## src/hw/badec_pkg.sv

```systemverilog
// Package of constants for the boot aware address decoder.
// Assumes a 24-bit byte address space and a 16-bit configuration register.
package badec_pkg;
    localparam int ADDR_W = 24;
    localparam int DATA_W = 16;
    localparam logic [23:0] CFG_OFFSET_HI = 24'hf00000;
    localparam logic [23:0] CFG_OFFSET_LO = 24'h100000;
    localparam logic [3:0] REG_DIGIT_HI = 4'hf;
    localparam logic [3:0] REG_DIGIT_LO = 4'h1;
    localparam logic [2:0] WIN_REG_PAGE = 3'h4;
    localparam logic [2:0] WIN_REG_TOP = 3'h4;
    localparam int FLD_ROM_HIGH = 0;
    localparam int FLD_WIDTH_LO = 1;
    localparam int FLD_CYCLE_LO = 3;
    localparam int FLD_DRAM_LO = 5;
    localparam int FLD_HOST32 = 14;
    localparam logic [15:0] CFG_WRITE_MASK = 16'h18ff;
    localparam logic [1:0] ROM_CYCLE_RESET = 2'h0;
    localparam logic [3:0] ROM_CYCLES [4] = '{4'ha, 4'h8, 4'h6, 4'h5};
    localparam logic [6:0] ROM_BITS [4] = '{7'h08, 7'h10, 7'h20, 7'h40};
    localparam logic [6:0] ROM_HOST_BITS = 7'h40;
    localparam logic [2:0] DRAM_PRECHARGE [4] = '{3'h4, 3'h4, 3'h3, 3'h2};
    localparam logic [2:0] DRAM_RAS_CAS [4] = '{3'h3, 3'h3, 3'h2, 3'h1};
    localparam logic [2:0] DRAM_REFRESH [4] = '{3'h5, 3'h4, 3'h4, 3'h3};
    typedef enum logic [5:0]
    {
        BADEC_SEL_NONE = 6'b000001,
        BADEC_SEL_BOOT = 6'b000010,
        BADEC_SEL_REGS = 6'b000100,
        BADEC_SEL_CART = 6'b001000,
        BADEC_SEL_DRAM_BANK_ZERO = 6'b010000,
        BADEC_SEL_DRAM_BANK_ONE = 6'b100000
    } badec_sel_t;
    typedef enum logic [2:0]
    {
        BADEC_ST_BOOT = 3'b001,
        BADEC_ST_HIGH = 3'b010,
        BADEC_ST_LOW = 3'b100
    } badec_map_t;
    function automatic logic is_wide_area(input logic [23:0] a);
        // Line buffer and graphics memory pages inside register space.
        return (a[15:12] == 4'h8) || (a[15:12] == 4'h3);
    endfunction
endpackage

```

## src/hw/badec_strap_sync.sv

```systemverilog
// Two-flop synchroniser for the strap pins.
// Assumes the straps are static levels from pull resistors.
`timescale 1ns/10ps
module badec_strap_sync #(parameter int WIDTH = 4)
(
    input wire logic i_clock,
    input wire logic i_rst,
    input wire logic [WIDTH-1:0] i_pins,
    output logic [WIDTH-1:0] o_sync
);
    logic [WIDTH-1:0] meta_q;
    logic [WIDTH-1:0] meta_d;
    logic [WIDTH-1:0] sync_q;
    logic [WIDTH-1:0] sync_d;
    always_comb
    begin
        meta_d = i_pins;
        sync_d = meta_q;
    end
    always_ff @(posedge i_clock)
    begin
        if (i_rst)
        begin
            meta_q <= '0;
            sync_q <= '0;
        end
        else
        begin
            meta_q <= meta_d;
            sync_q <= sync_d;
        end
    end
    assign o_sync = sync_q;
endmodule

```

## src/hw/badec_timing.sv

```systemverilog
// Timing lookup from configuration codes.
// Assumes codes come from registered configuration fields.
`timescale 1ns/10ps
module badec_timing
(
    input wire logic [1:0] i_rom_cycle_time,
    input wire logic [1:0] i_dram_ras_timing,
    input wire logic [1:0] i_rom_bus_width,
    output logic [3:0] o_rom_cycles,
    output logic [2:0] o_precharge,
    output logic [2:0] o_ras_to_cas,
    output logic [2:0] o_refresh,
    output logic [6:0] o_rom_bits
);
    import badec_pkg::*;
    always_comb
    begin
        o_rom_cycles = ROM_CYCLES[i_rom_cycle_time]; // RULE_08
        o_precharge = DRAM_PRECHARGE[i_dram_ras_timing]; // RULE_09
        o_ras_to_cas = DRAM_RAS_CAS[i_dram_ras_timing]; // RULE_09
        o_refresh = DRAM_REFRESH[i_dram_ras_timing]; // RULE_09
        o_rom_bits = ROM_BITS[i_rom_bus_width]; // RULE_07
    end
endmodule

```

## src/hw/badec_top.sv

```systemverilog
// Address decoder and memory configuration register.
// Assumes the host presents one registered access request per cycle.
// Operation
// (RULE_01) Boot window aliased everywhere until configured.
// (RULE_02) 128K register region at 100000 in window.
// (RULE_03) ROM-high map: DRAM low, ROM high.
// (RULE_04) ROM-low map: boot low, DRAM high.
// (RULE_05) ROM-low moves registers to 1xxxxx.
// (RULE_06) Internal 16-bit, 32-bit writes to some.
// (RULE_07) ROM width field; host sees 64 bits.
// (RULE_08) ROM cycle field clears at reset.
// (RULE_09) DRAM timing code gives three counts.
// (RULE_10) Strap pins load high, width, host32.
// (RULE_11) Other fields undefined until host writes.
// (RULE_12) Banks drive their own ROM selects.
// (RULE_13) One select per access; switch next access.
`timescale 1ns/10ps
module badec_top
(
    input wire logic i_clock,
    input wire logic i_rst,
    input wire logic i_strap_rom_high,
    input wire logic [1:0] i_strap_rom_width,
    input wire logic i_strap_host32,
    input wire logic i_req,
    input wire logic i_write,
    input wire logic i_long,
    input wire logic [badec_pkg::ADDR_W-1:0] i_addr,
    input wire logic [badec_pkg::DATA_W-1:0] i_wdata,
    output logic [badec_pkg::DATA_W-1:0] o_rdata,
    output logic o_ack,
    output logic o_boot_rom_bank,
    output logic o_cartridge_rom_bank,
    output logic o_dram_bank_zero,
    output logic o_dram_bank_one,
    output logic o_reg_select,
    output logic o_long_ok,
    output logic o_configured,
    output logic o_rom_high_select,
    output logic o_host_is_32bit,
    output logic [3:0] o_rom_cycles,
    output logic [2:0] o_precharge,
    output logic [2:0] o_ras_to_cas,
    output logic [2:0] o_refresh,
    output logic [6:0] o_rom_bits,
    output logic [6:0] o_rom_host_bits
);
    import badec_pkg::*;

    logic [3:0] strap_sync;
    logic [15:0] cfg_q;
    logic [15:0] cfg_d;
    badec_map_t map_q;
    badec_map_t map_d;
    logic strap_done_q;
    logic strap_done_d;
    logic [1:0] strap_wait_q;
    logic [1:0] strap_wait_d;
    badec_sel_t sel_q;
    badec_sel_t sel_d;
    logic ack_q;
    logic ack_d;
    logic long_ok_q;
    logic long_ok_d;
    logic [15:0] rdata_q;
    logic [15:0] rdata_d;
    badec_sel_t sel_now;
    logic cfg_hit;
    logic reg_hit_win;

    badec_strap_sync #(.WIDTH(4)) u_sync
    (
        .i_clock(i_clock),
        .i_rst(i_rst),
        .i_pins({i_strap_host32, i_strap_rom_width, i_strap_rom_high}),
        .o_sync(strap_sync)
    );

    badec_timing u_timing
    (
        .i_rom_cycle_time(cfg_q[FLD_CYCLE_LO+1:FLD_CYCLE_LO]),
        .i_dram_ras_timing(cfg_q[FLD_DRAM_LO+1:FLD_DRAM_LO]),
        .i_rom_bus_width(cfg_q[FLD_WIDTH_LO+1:FLD_WIDTH_LO]),
        .o_rom_cycles(o_rom_cycles),
        .o_precharge(o_precharge),
        .o_ras_to_cas(o_ras_to_cas),
        .o_refresh(o_refresh),
        .o_rom_bits(o_rom_bits)
    );

    // Register page within a 2 Mbyte window: offsets 100000 to 11ffff.
    assign reg_hit_win = (i_addr[20:17] == 4'h8); // RULE_02

    always_comb
    begin
        sel_now = BADEC_SEL_NONE;
        cfg_hit = 1'b0;
        case (map_q)
            BADEC_ST_BOOT:
            begin
                // Only the low 21 bits count, so the window repeats. 
                if (reg_hit_win) // RULE_01
                    sel_now = BADEC_SEL_REGS;
                else
                    sel_now = BADEC_SEL_BOOT;
                cfg_hit = reg_hit_win && (i_addr[16:0] == 17'h0);
            end
            BADEC_ST_HIGH:
            begin
                case (i_addr[23:21]) // RULE_03
                    3'h0, 3'h1: sel_now = BADEC_SEL_DRAM_BANK_ZERO;
                    3'h2, 3'h3: sel_now = BADEC_SEL_DRAM_BANK_ONE;
                    3'h7: sel_now = reg_hit_win ? BADEC_SEL_REGS : BADEC_SEL_BOOT;
                    default: sel_now = BADEC_SEL_CART;
                endcase
                cfg_hit = (i_addr == CFG_OFFSET_HI);
            end
            BADEC_ST_LOW:
            begin
                case (i_addr[23:21]) // RULE_04
                    3'h0: sel_now = reg_hit_win ? BADEC_SEL_REGS : BADEC_SEL_BOOT;
                    3'h4, 3'h5: sel_now = BADEC_SEL_DRAM_BANK_ONE;
                    3'h6, 3'h7: sel_now = BADEC_SEL_DRAM_BANK_ZERO;
                    default: sel_now = BADEC_SEL_CART;
                endcase
                cfg_hit = (i_addr == CFG_OFFSET_LO); // RULE_05
            end
            default:
            begin
                sel_now = BADEC_SEL_NONE;
                cfg_hit = 1'b0;
            end
        endcase
    end

    always_comb
    begin
        cfg_d = cfg_q;
        map_d = map_q;
        strap_done_d = strap_done_q | (strap_wait_q == 2'h2);
        strap_wait_d = strap_wait_q;
        sel_d = BADEC_SEL_NONE;
        ack_d = 1'b0;
        long_ok_d = 1'b0;
        rdata_d = rdata_q;
        // The synchroniser restarts from zero with reset, so its output is
        // trusted only after two edges; the straps are caught on the third.
        if (strap_wait_q != 2'h2)
            strap_wait_d = strap_wait_q + 2'h1;
        if (!strap_done_q && (strap_wait_q == 2'h2))
        begin
            cfg_d[FLD_ROM_HIGH] = strap_sync[0]; // RULE_10
            cfg_d[FLD_WIDTH_LO+1:FLD_WIDTH_LO] = strap_sync[2:1]; // RULE_10
            cfg_d[FLD_HOST32] = strap_sync[3]; // RULE_10
        end
        if (i_req)
        begin
            sel_d = sel_now; // RULE_13
            ack_d = 1'b1;
            long_ok_d = (sel_now != BADEC_SEL_REGS) || is_wide_area(i_addr); // RULE_06
            if (cfg_hit && i_write)
            begin
                // Merge onto cfg_d so a strap load in the same cycle keeps bit 14.
                cfg_d = (i_wdata & CFG_WRITE_MASK) | (cfg_d & ~CFG_WRITE_MASK);
                map_d = i_wdata[FLD_ROM_HIGH] ? BADEC_ST_HIGH : BADEC_ST_LOW; // RULE_13
            end
            else if (cfg_hit)
                rdata_d = cfg_q;
            else
                rdata_d = 16'h0;
        end
    end

    always_ff @(posedge i_clock)
    begin
        if (i_rst)
        begin
            // Fields other than cycle time and straps are left at zero
            // only so simulation is defined; software must write them.
            cfg_q <= 16'h0; // RULE_08 RULE_11
            map_q <= BADEC_ST_BOOT; // RULE_01
            strap_done_q <= 1'b0;
            strap_wait_q <= 2'h0;
            sel_q <= BADEC_SEL_NONE;
            ack_q <= 1'b0;
            long_ok_q <= 1'b0;
            rdata_q <= 16'h0;
        end
        else
        begin
            cfg_q <= cfg_d;
            map_q <= map_d;
            strap_done_q <= strap_done_d;
            strap_wait_q <= strap_wait_d;
            sel_q <= sel_d;
            ack_q <= ack_d;
            long_ok_q <= long_ok_d;
            rdata_q <= rdata_d;
        end
    end

    assign o_boot_rom_bank = (sel_q == BADEC_SEL_BOOT); // RULE_12
    assign o_cartridge_rom_bank = (sel_q == BADEC_SEL_CART); // RULE_12
    assign o_dram_bank_zero = (sel_q == BADEC_SEL_DRAM_BANK_ZERO);
    assign o_dram_bank_one = (sel_q == BADEC_SEL_DRAM_BANK_ONE);
    assign o_reg_select = (sel_q == BADEC_SEL_REGS);
    assign o_ack = ack_q;
    assign o_long_ok = long_ok_q;
    assign o_rdata = rdata_q;
    assign o_configured = (map_q != BADEC_ST_BOOT);
    assign o_rom_high_select = cfg_q[FLD_ROM_HIGH];
    assign o_host_is_32bit = cfg_q[FLD_HOST32];
    assign o_rom_host_bits = ROM_HOST_BITS; // RULE_07
endmodule

```

## config.mk

```make
export PLATFORM = sky130hd
export DESIGN_NAME = badec_top
export DESIGN_NICKNAME = d
export VERILOG_FILES = /design/src/hw/badec_pkg.sv /design/src/hw/badec_strap_sync.sv /design/src/hw/badec_timing.sv /design/src/hw/badec_top.sv
export SDC_FILE = /design/constraint.sdc
export NUM_CORES = 1
export LEC_CHECK = 0
export BUFFER_PORTS_ARGS = -buffer_cell sky130_fd_sc_hd__buf_2
export CORE_MARGIN = 2
export CORE_UTILIZATION = 45
export CTS_CLUSTER_SIZE = 24
export DETAILED_ROUTE_END_ITERATION = 12
export PLACE_DENSITY = 0.79
export SYNTH_ARGS = -nofsm -noshare
export SYNTH_HDL_FRONTEND = slang
export SYNTH_SLANG_ARGS = --single-unit
```

## constraint.sdc

```tcl
create_clock -name i_clock -period 2.2 [get_ports i_clock]
set_input_delay 0.44 -clock i_clock [delete_from_list [all_inputs] [get_ports i_clock]]
set_output_delay 0.44 -clock i_clock [all_outputs]
set_load 0.01 [all_outputs]
```

Yosys cells after proc, flatten, opt, wreduce, memory -nomap -nowiden:

Cells that the tools add are included.

* equality and inequality tests: 24
* add/subtract/negate cells: 1
* bitwise logic cells: 7
* reduce and logical (&&, ||, !) cells: 15
* multiplexer cells: 27
* magnitude comparators: 3

Operators by type and width (number)
* case mux 6 bit (3 select lines): 3
* 2-to-1 mux 15 bit: 2
* 2-to-1 mux 3 bit: 9
* == test 24 x 21 -> 1 bit (second input constant): 1
* == test 24 bit (second input constant): 1
* binary-select mux 3 bit (select 2 bit): 3
* logical NOT 17 bit: 1
* 2-to-1 mux 16 bit: 1
* bitwise OR 13 x 16 -> 16 bit: 1
* == test 3 bit (second input constant): 5
* binary-select mux 7 bit (select 2 bit): 1
* 2-to-1 mux 7 bit: 2
* OR reduction 2 bit: 5
* == test 3 x 2 -> 1 bit (second input constant): 3
* >= comparator 3 bit (second input constant): 3
* NOT 2 -> 3 bit: 3
* binary-select mux 4 bit (select 2 bit): 1
* == test 4 bit (second input constant): 2
* 2-to-1 mux 4 bit: 2
* == test 3 x 1 -> 1 bit (second input constant): 2
* == test 6 x 2 -> 1 bit (second input constant): 1
* == test 6 x 3 -> 1 bit (second input constant): 1
* == test 6 x 4 -> 1 bit (second input constant): 1
* == test 6 x 5 -> 1 bit (second input constant): 1
* 16 further kinds: 22

* output and inout port bits: 53
* flip-flop bits (word level): 54
* input port bits: 49

Longest topological paths before layout:

* word-level depth: 6
* depth in mapped cells: 8

Modules after synthesis:

Synthesis repeated with hierarchy kept, for this count alone.

* cell total of the unflattened synthesis: 210
* area, all modules: 2053.2 sq um

By module, submodules not included
* badec_top: cells an instance 171, instances 1, area an instance 1681.6 sq um
* badec_strap_sync: cells an instance 16, instances 1, area an instance 210.2 sq um
* badec_timing: cells an instance 23, instances 1, area an instance 161.4 sq um

Worst setup path before layout:

OpenSTA, ideal clock, no wires.

* kind: input to register
* from: in i_addr[12] (netlist bit)
* to: reg cfg_q[11]
* path slack: 266 ps
* data arrival time: 1806 ps
* buffers on the path: 2
* stages: 7
* data required time: 2072 ps
* cells stage by stage: or4_4 nor3_4 o2111a_1 buf_4 buf_8 mux2i_1 nor2_1

* longest elaborated chain between the ends: 5
* elaborated cells between the ends (all ways): 7
* those cells by class: eq/ne (2); mux (1); reduce/logical (4)

RTL lines
* start: declaration: line badec_top.sv:28 `input wire logic [badec_pkg::ADDR_W-1:0] i_addr,`
* logical NOT 17 bit: line badec_top.sv:106 `cfg_hit = reg_hit_win && (i_addr[16:0] == 17'h0);`
* logical AND 1 bit: line badec_top.sv:106
* case mux 1 bit (3 select lines) *: line badec_top.sv:98 `case (map_q)`
* logical AND 1 bit *: line badec_top.sv:161 `if (cfg_hit && i_write)`
* AND reduction 2 bit (no line) *
* end signal: assignment: line badec_top.sv:191 `cfg_q <= cfg_d;`
* end: declaration: line badec_top.sv:51 `logic [15:0] cfg_q;`

Every way passes the cells marked *; elsewhere a longest branch is shown, timed or not.
A chain may end at the register's enable or synchronous reset.

Worst setup path in the final report:

* from: reg sel_q[1]
* to: out o_dram_bank_one

* longest elaborated chain between the ends: 1

RTL lines
* start: declaration: line badec_top.sv:59 `badec_sel_t sel_q;`
* start signal: assignment: line badec_top.sv:195 `sel_q <= sel_d;`
* == test 6 bit: line badec_top.sv:205 `assign o_dram_bank_one = (sel_q == BADEC_SEL_DRAM_BANK_ONE);`
* end: declaration: line badec_top.sv:35 `output logic o_dram_bank_one,`

No other way between the ends.

==> run summary <==
The number of antenna violations at the first check in global routing came out at 0. Setup violations remaining at the end of the flow were counted as 0. In the synthesized netlist the dominant register cell turns out to be dfxtp_1.

The number of buffers created by CTS came out at 5. The basic-gate share of the synthesized area counting and, or, nand and nor cells came out at 0.246. The floorplan step set the die height to approximately 70 microns. The required time at the endpoint of the critical path came out at 1.76 ns. Of all flip-flops after synthesis, the portion carrying an async set or reset was 0. The area growth from synthesis to layout is 22.5%. The post-layout instance count excluding filler cells came out at 353. The number of input and output port buffers inserted came out at 83. The sequential cell area fraction in the yosys report came out at 0.435.

The number of H-tree levels is 2. Counting instances, the worst hold path has a depth of 2. Summing every instance area after synthesis gives 2070 sq um. The repair_antennas step left the layout with diodes totalling 0. The register bit count reported by yosys came out at 45. The complex-gate fraction of the synthesized area came out at 0.112. The setup path with the least slack is of type flip-flop to output pin. The instance count of the mapped netlist came out at 223. STA classifies the critical path startpoint as a flip-flop. The number of global-route vias before repair is 1453. The minimum hold slack came out at 0.362 ns. Clock tree synthesis selected as its root buffer the cell clkbuf_8. The arrival time of the worst setup path is about 1.5 ns. The number of slew-limit violations in the final report came out at 0. The floorplan step set the die width to 71.8 microns. Using the TritonRoute via totals, the vias-per-cell ratio works out to 4.87. Detailed placement ended at an HPWL of 2.97 mm.

The maximum ir drop on the vdd rail came out at 454 uV. The number of resized instances in the post-cts repair step is 0. The maximum fanout count along the critical path is 3. After synthesis, the largest family of logic cells by area is simple AND/OR/NAND/NOR gates.

TritonCTS built the clock tree. The post-place instance area came out at roughly 2400 sq um. The initial core utilization came out at 0.472. The worst clock skew came out at 0.00292 ns. The tool flagged a number of max-cap violations equal to 0. The clock input transition at the sequential cells of the worst setup and hold paths is roughly 0.080 ns. The final routed wirelength across all metal layers came out at ~4 mm.

In this run the static leakage power is 1.18 nW. Setup repair after global routing left no endpoint under its margin. The number of nets with antenna violations after routing is 0. Of the total synthesized cell area, the portion taken by XOR and XNOR cells is 0.00846. In this run the post-CTS setup repair buffer count came out at 0. The synthesized design spends more area on one cell type than any other, namely dfxtp_1. Leaving out fill and tap cells, the most frequent cells in the layout are buf_2, dfxtp_1, nor2_1. The share of cell area taken by muxes after synthesis came out at 0.0532. The global-route total usage across every layer came out at 0.152. The number of cells in the design after placement is 345. Of the cells placed in the final design, the portion with a size suffix greater than 1 is 0.342.

With fillers left out, the area of the finished cells amounts to 2540 sq um. The post-synthesis adder-cell area fraction came out at 0.0302. The library cell used most frequently in the layout, excluding fill and tap cells, is buf_2. The number of top-level design ports came out at 102. The first-pass GRT wire length came out at 6.27 mm.

The insertion delay of the later-clocked pin in the worst-skew pair came out at 0.29 ns. After routing, the total negative slack on setup checks comes to 0 ns. The final net count came out at 354. The number of DRC markers after the initial detailed-route iteration came out at slightly above 50. The number of warning messages in the yosys log is 0. In the final routed layout, each cell accounts on average for 11.0 microns. The number of synthesized flops with an enable pin came out at 0.

The site row count came out at 24. The share of Yosys cell area claimed by the top area cell type is 0.435. The number of endpoints with negative hold slack in the final report came to 0. The area inside the core boundary is 4380 sq um.

After synthesis, the cell types taking the most area are dfxtp_1, buf_4, mux2i_1, a22o_1, nor2b_1. The total via count in the routed design came out at ~1700. The detailed-router iteration count before antenna repair came out at 4.

The final critical-path required period is between 1.5 and 2 ns. The largest net degree at the start of global routing is 26. The number of buffers between clock root and the deepest sink came out at 2. STA classifies the critical path endpoint as an output pin. At the end of routability-driven placement, the weighted congestion stood at 0.728. The global-route congestion overflow total is 0. The die area is between 5000 and 6000 sq um. For this run, design rule violations remaining after detail routing come to 0. The clock drives 45 sinks. The path depth of the worst reg2reg path came out at 6. The maximum clock rate is 0.509 GHz. The run finished with clean final reports. The power per unit of standard cell area came out at between 600 and 700 nW/um^2.

Hold repair after CTS inserted 0 buffers. In the finished design, the share of the clock period the worst path needs comes to 0.893. The synthesized netlist contains 41 unique library cells. The path class of the tightest hold or removal check is primary input to flip-flop. The synthesized area per cell came out at roughly 9.3 sq um.
## stage by stage
step                worst slack (ns)  power [W]   util
floorplan                      0.266    0.00104      -
global placement               0.114    0.00110  0.557
detailed placement            0.0798    0.00111  0.557
CTS                            0.217    0.00162  0.579
global route                   0.135    0.00169  0.579
finish                         0.234    0.00160  0.579
## final cells by class
type                            count  area (sq um)
Fill cell                         398          1850
Multi-Input combinational cell    150           972
Sequential cell                    45           901
Timing Repair Buffer               88           465
Clock buffer                        6          82.6
Tap cell                           52          65.1
Inverter                           10          37.5
Clock inverter                      2          13.8
## sequential cells by signal (all words and copies together) (netlist names)
register / flops
o_ack: 1
strap_wait_q: 2
strap_done_q: 1
sel_q: 6
u_sync.meta_q: 4
o_rdata: 12
cfg_q: 11
map_q: 3
o_long_ok: 1
u_sync.o_sync: 4
## layer usage
metal / up-vias / GRT usage / wire [microns]
met2: 55 / 0.257 / 1820
met1: 767 / 0.189 / 1770
met3: 5 / 0.0380 / 263
li1: 893 / - / -
met4: 0 / 0.0503 / 38
met5: - / 0 / 0
## critical path, stage by stage (launching register included)
cell	delay [ns]
dfxtp_1	0.32
or4_1	0.55
nor3b_1	0.21
buf_2	0.16
## worst paths after layout
check / endpoint / slack, ns / from
worst max register to register: o_rdata[7]$_SDFFE_PP0P_ / 0.26 / map_q[0]$_SDFFE_PP1P_
worst min register to register: u_sync.o_sync[0]$_SDFF_PP0_ / 0.44 / u_sync.meta_q[0]$_SDFF_PP0_
worst min-delay path: u_sync.meta_q[1]$_SDFF_PP0_ / 0.36 / i_strap_rom_width[0]
worst max-delay path: o_dram_bank_one / 0.23 / sel_q[1]$_SDFF_PP0_
## report_power, final
part	leakage [nW]	total [W]	switching, W	internal (W)
registers	0.366	0.000875	0.0000218	0.000853
clock network	0.0512	0.000514	0.000259	0.000254
logic	0.761	0.000210	0.000119	0.0000918
total	1.18	0.00160	0.000400	0.00120
## logic make-up (layout without fill, tap and decap cells)
| kind of cell | count (synthesis) | in the layout |
|---|---|---|
| other cells | 2 | 11 |
| fa+ha+maj | 5 | 5 |
| compound gates | 30 | 30 |
| flops | 45 | 45 |
| buf+inv | 37 | 106 |
| xor+xnor | 2 | 2 |
| mux | 11 | 11 |
| simple gates | 91 | 91 |
## synthesized netlist by cell type (2+ instances only)
library cell  number
buf_4             21
and3_1             2
or4_1              3
nor3b_1            7
nor2_1            23
nor3_1             7
inv_1             10
nand3b_1           2
nand2_1           16
o21ai_0            2
nand2b_1           2
buf_2              2
and2_1             3
nor4_1             5
conb_1             2
ha_1               5
dfxtp_1           45
a22o_1            11
a31oi_1            3
nor2b_1           14
mux2i_1           11
a21oi_1            6
clkbuf_1           3
Power figures use the tool's default switching activity.
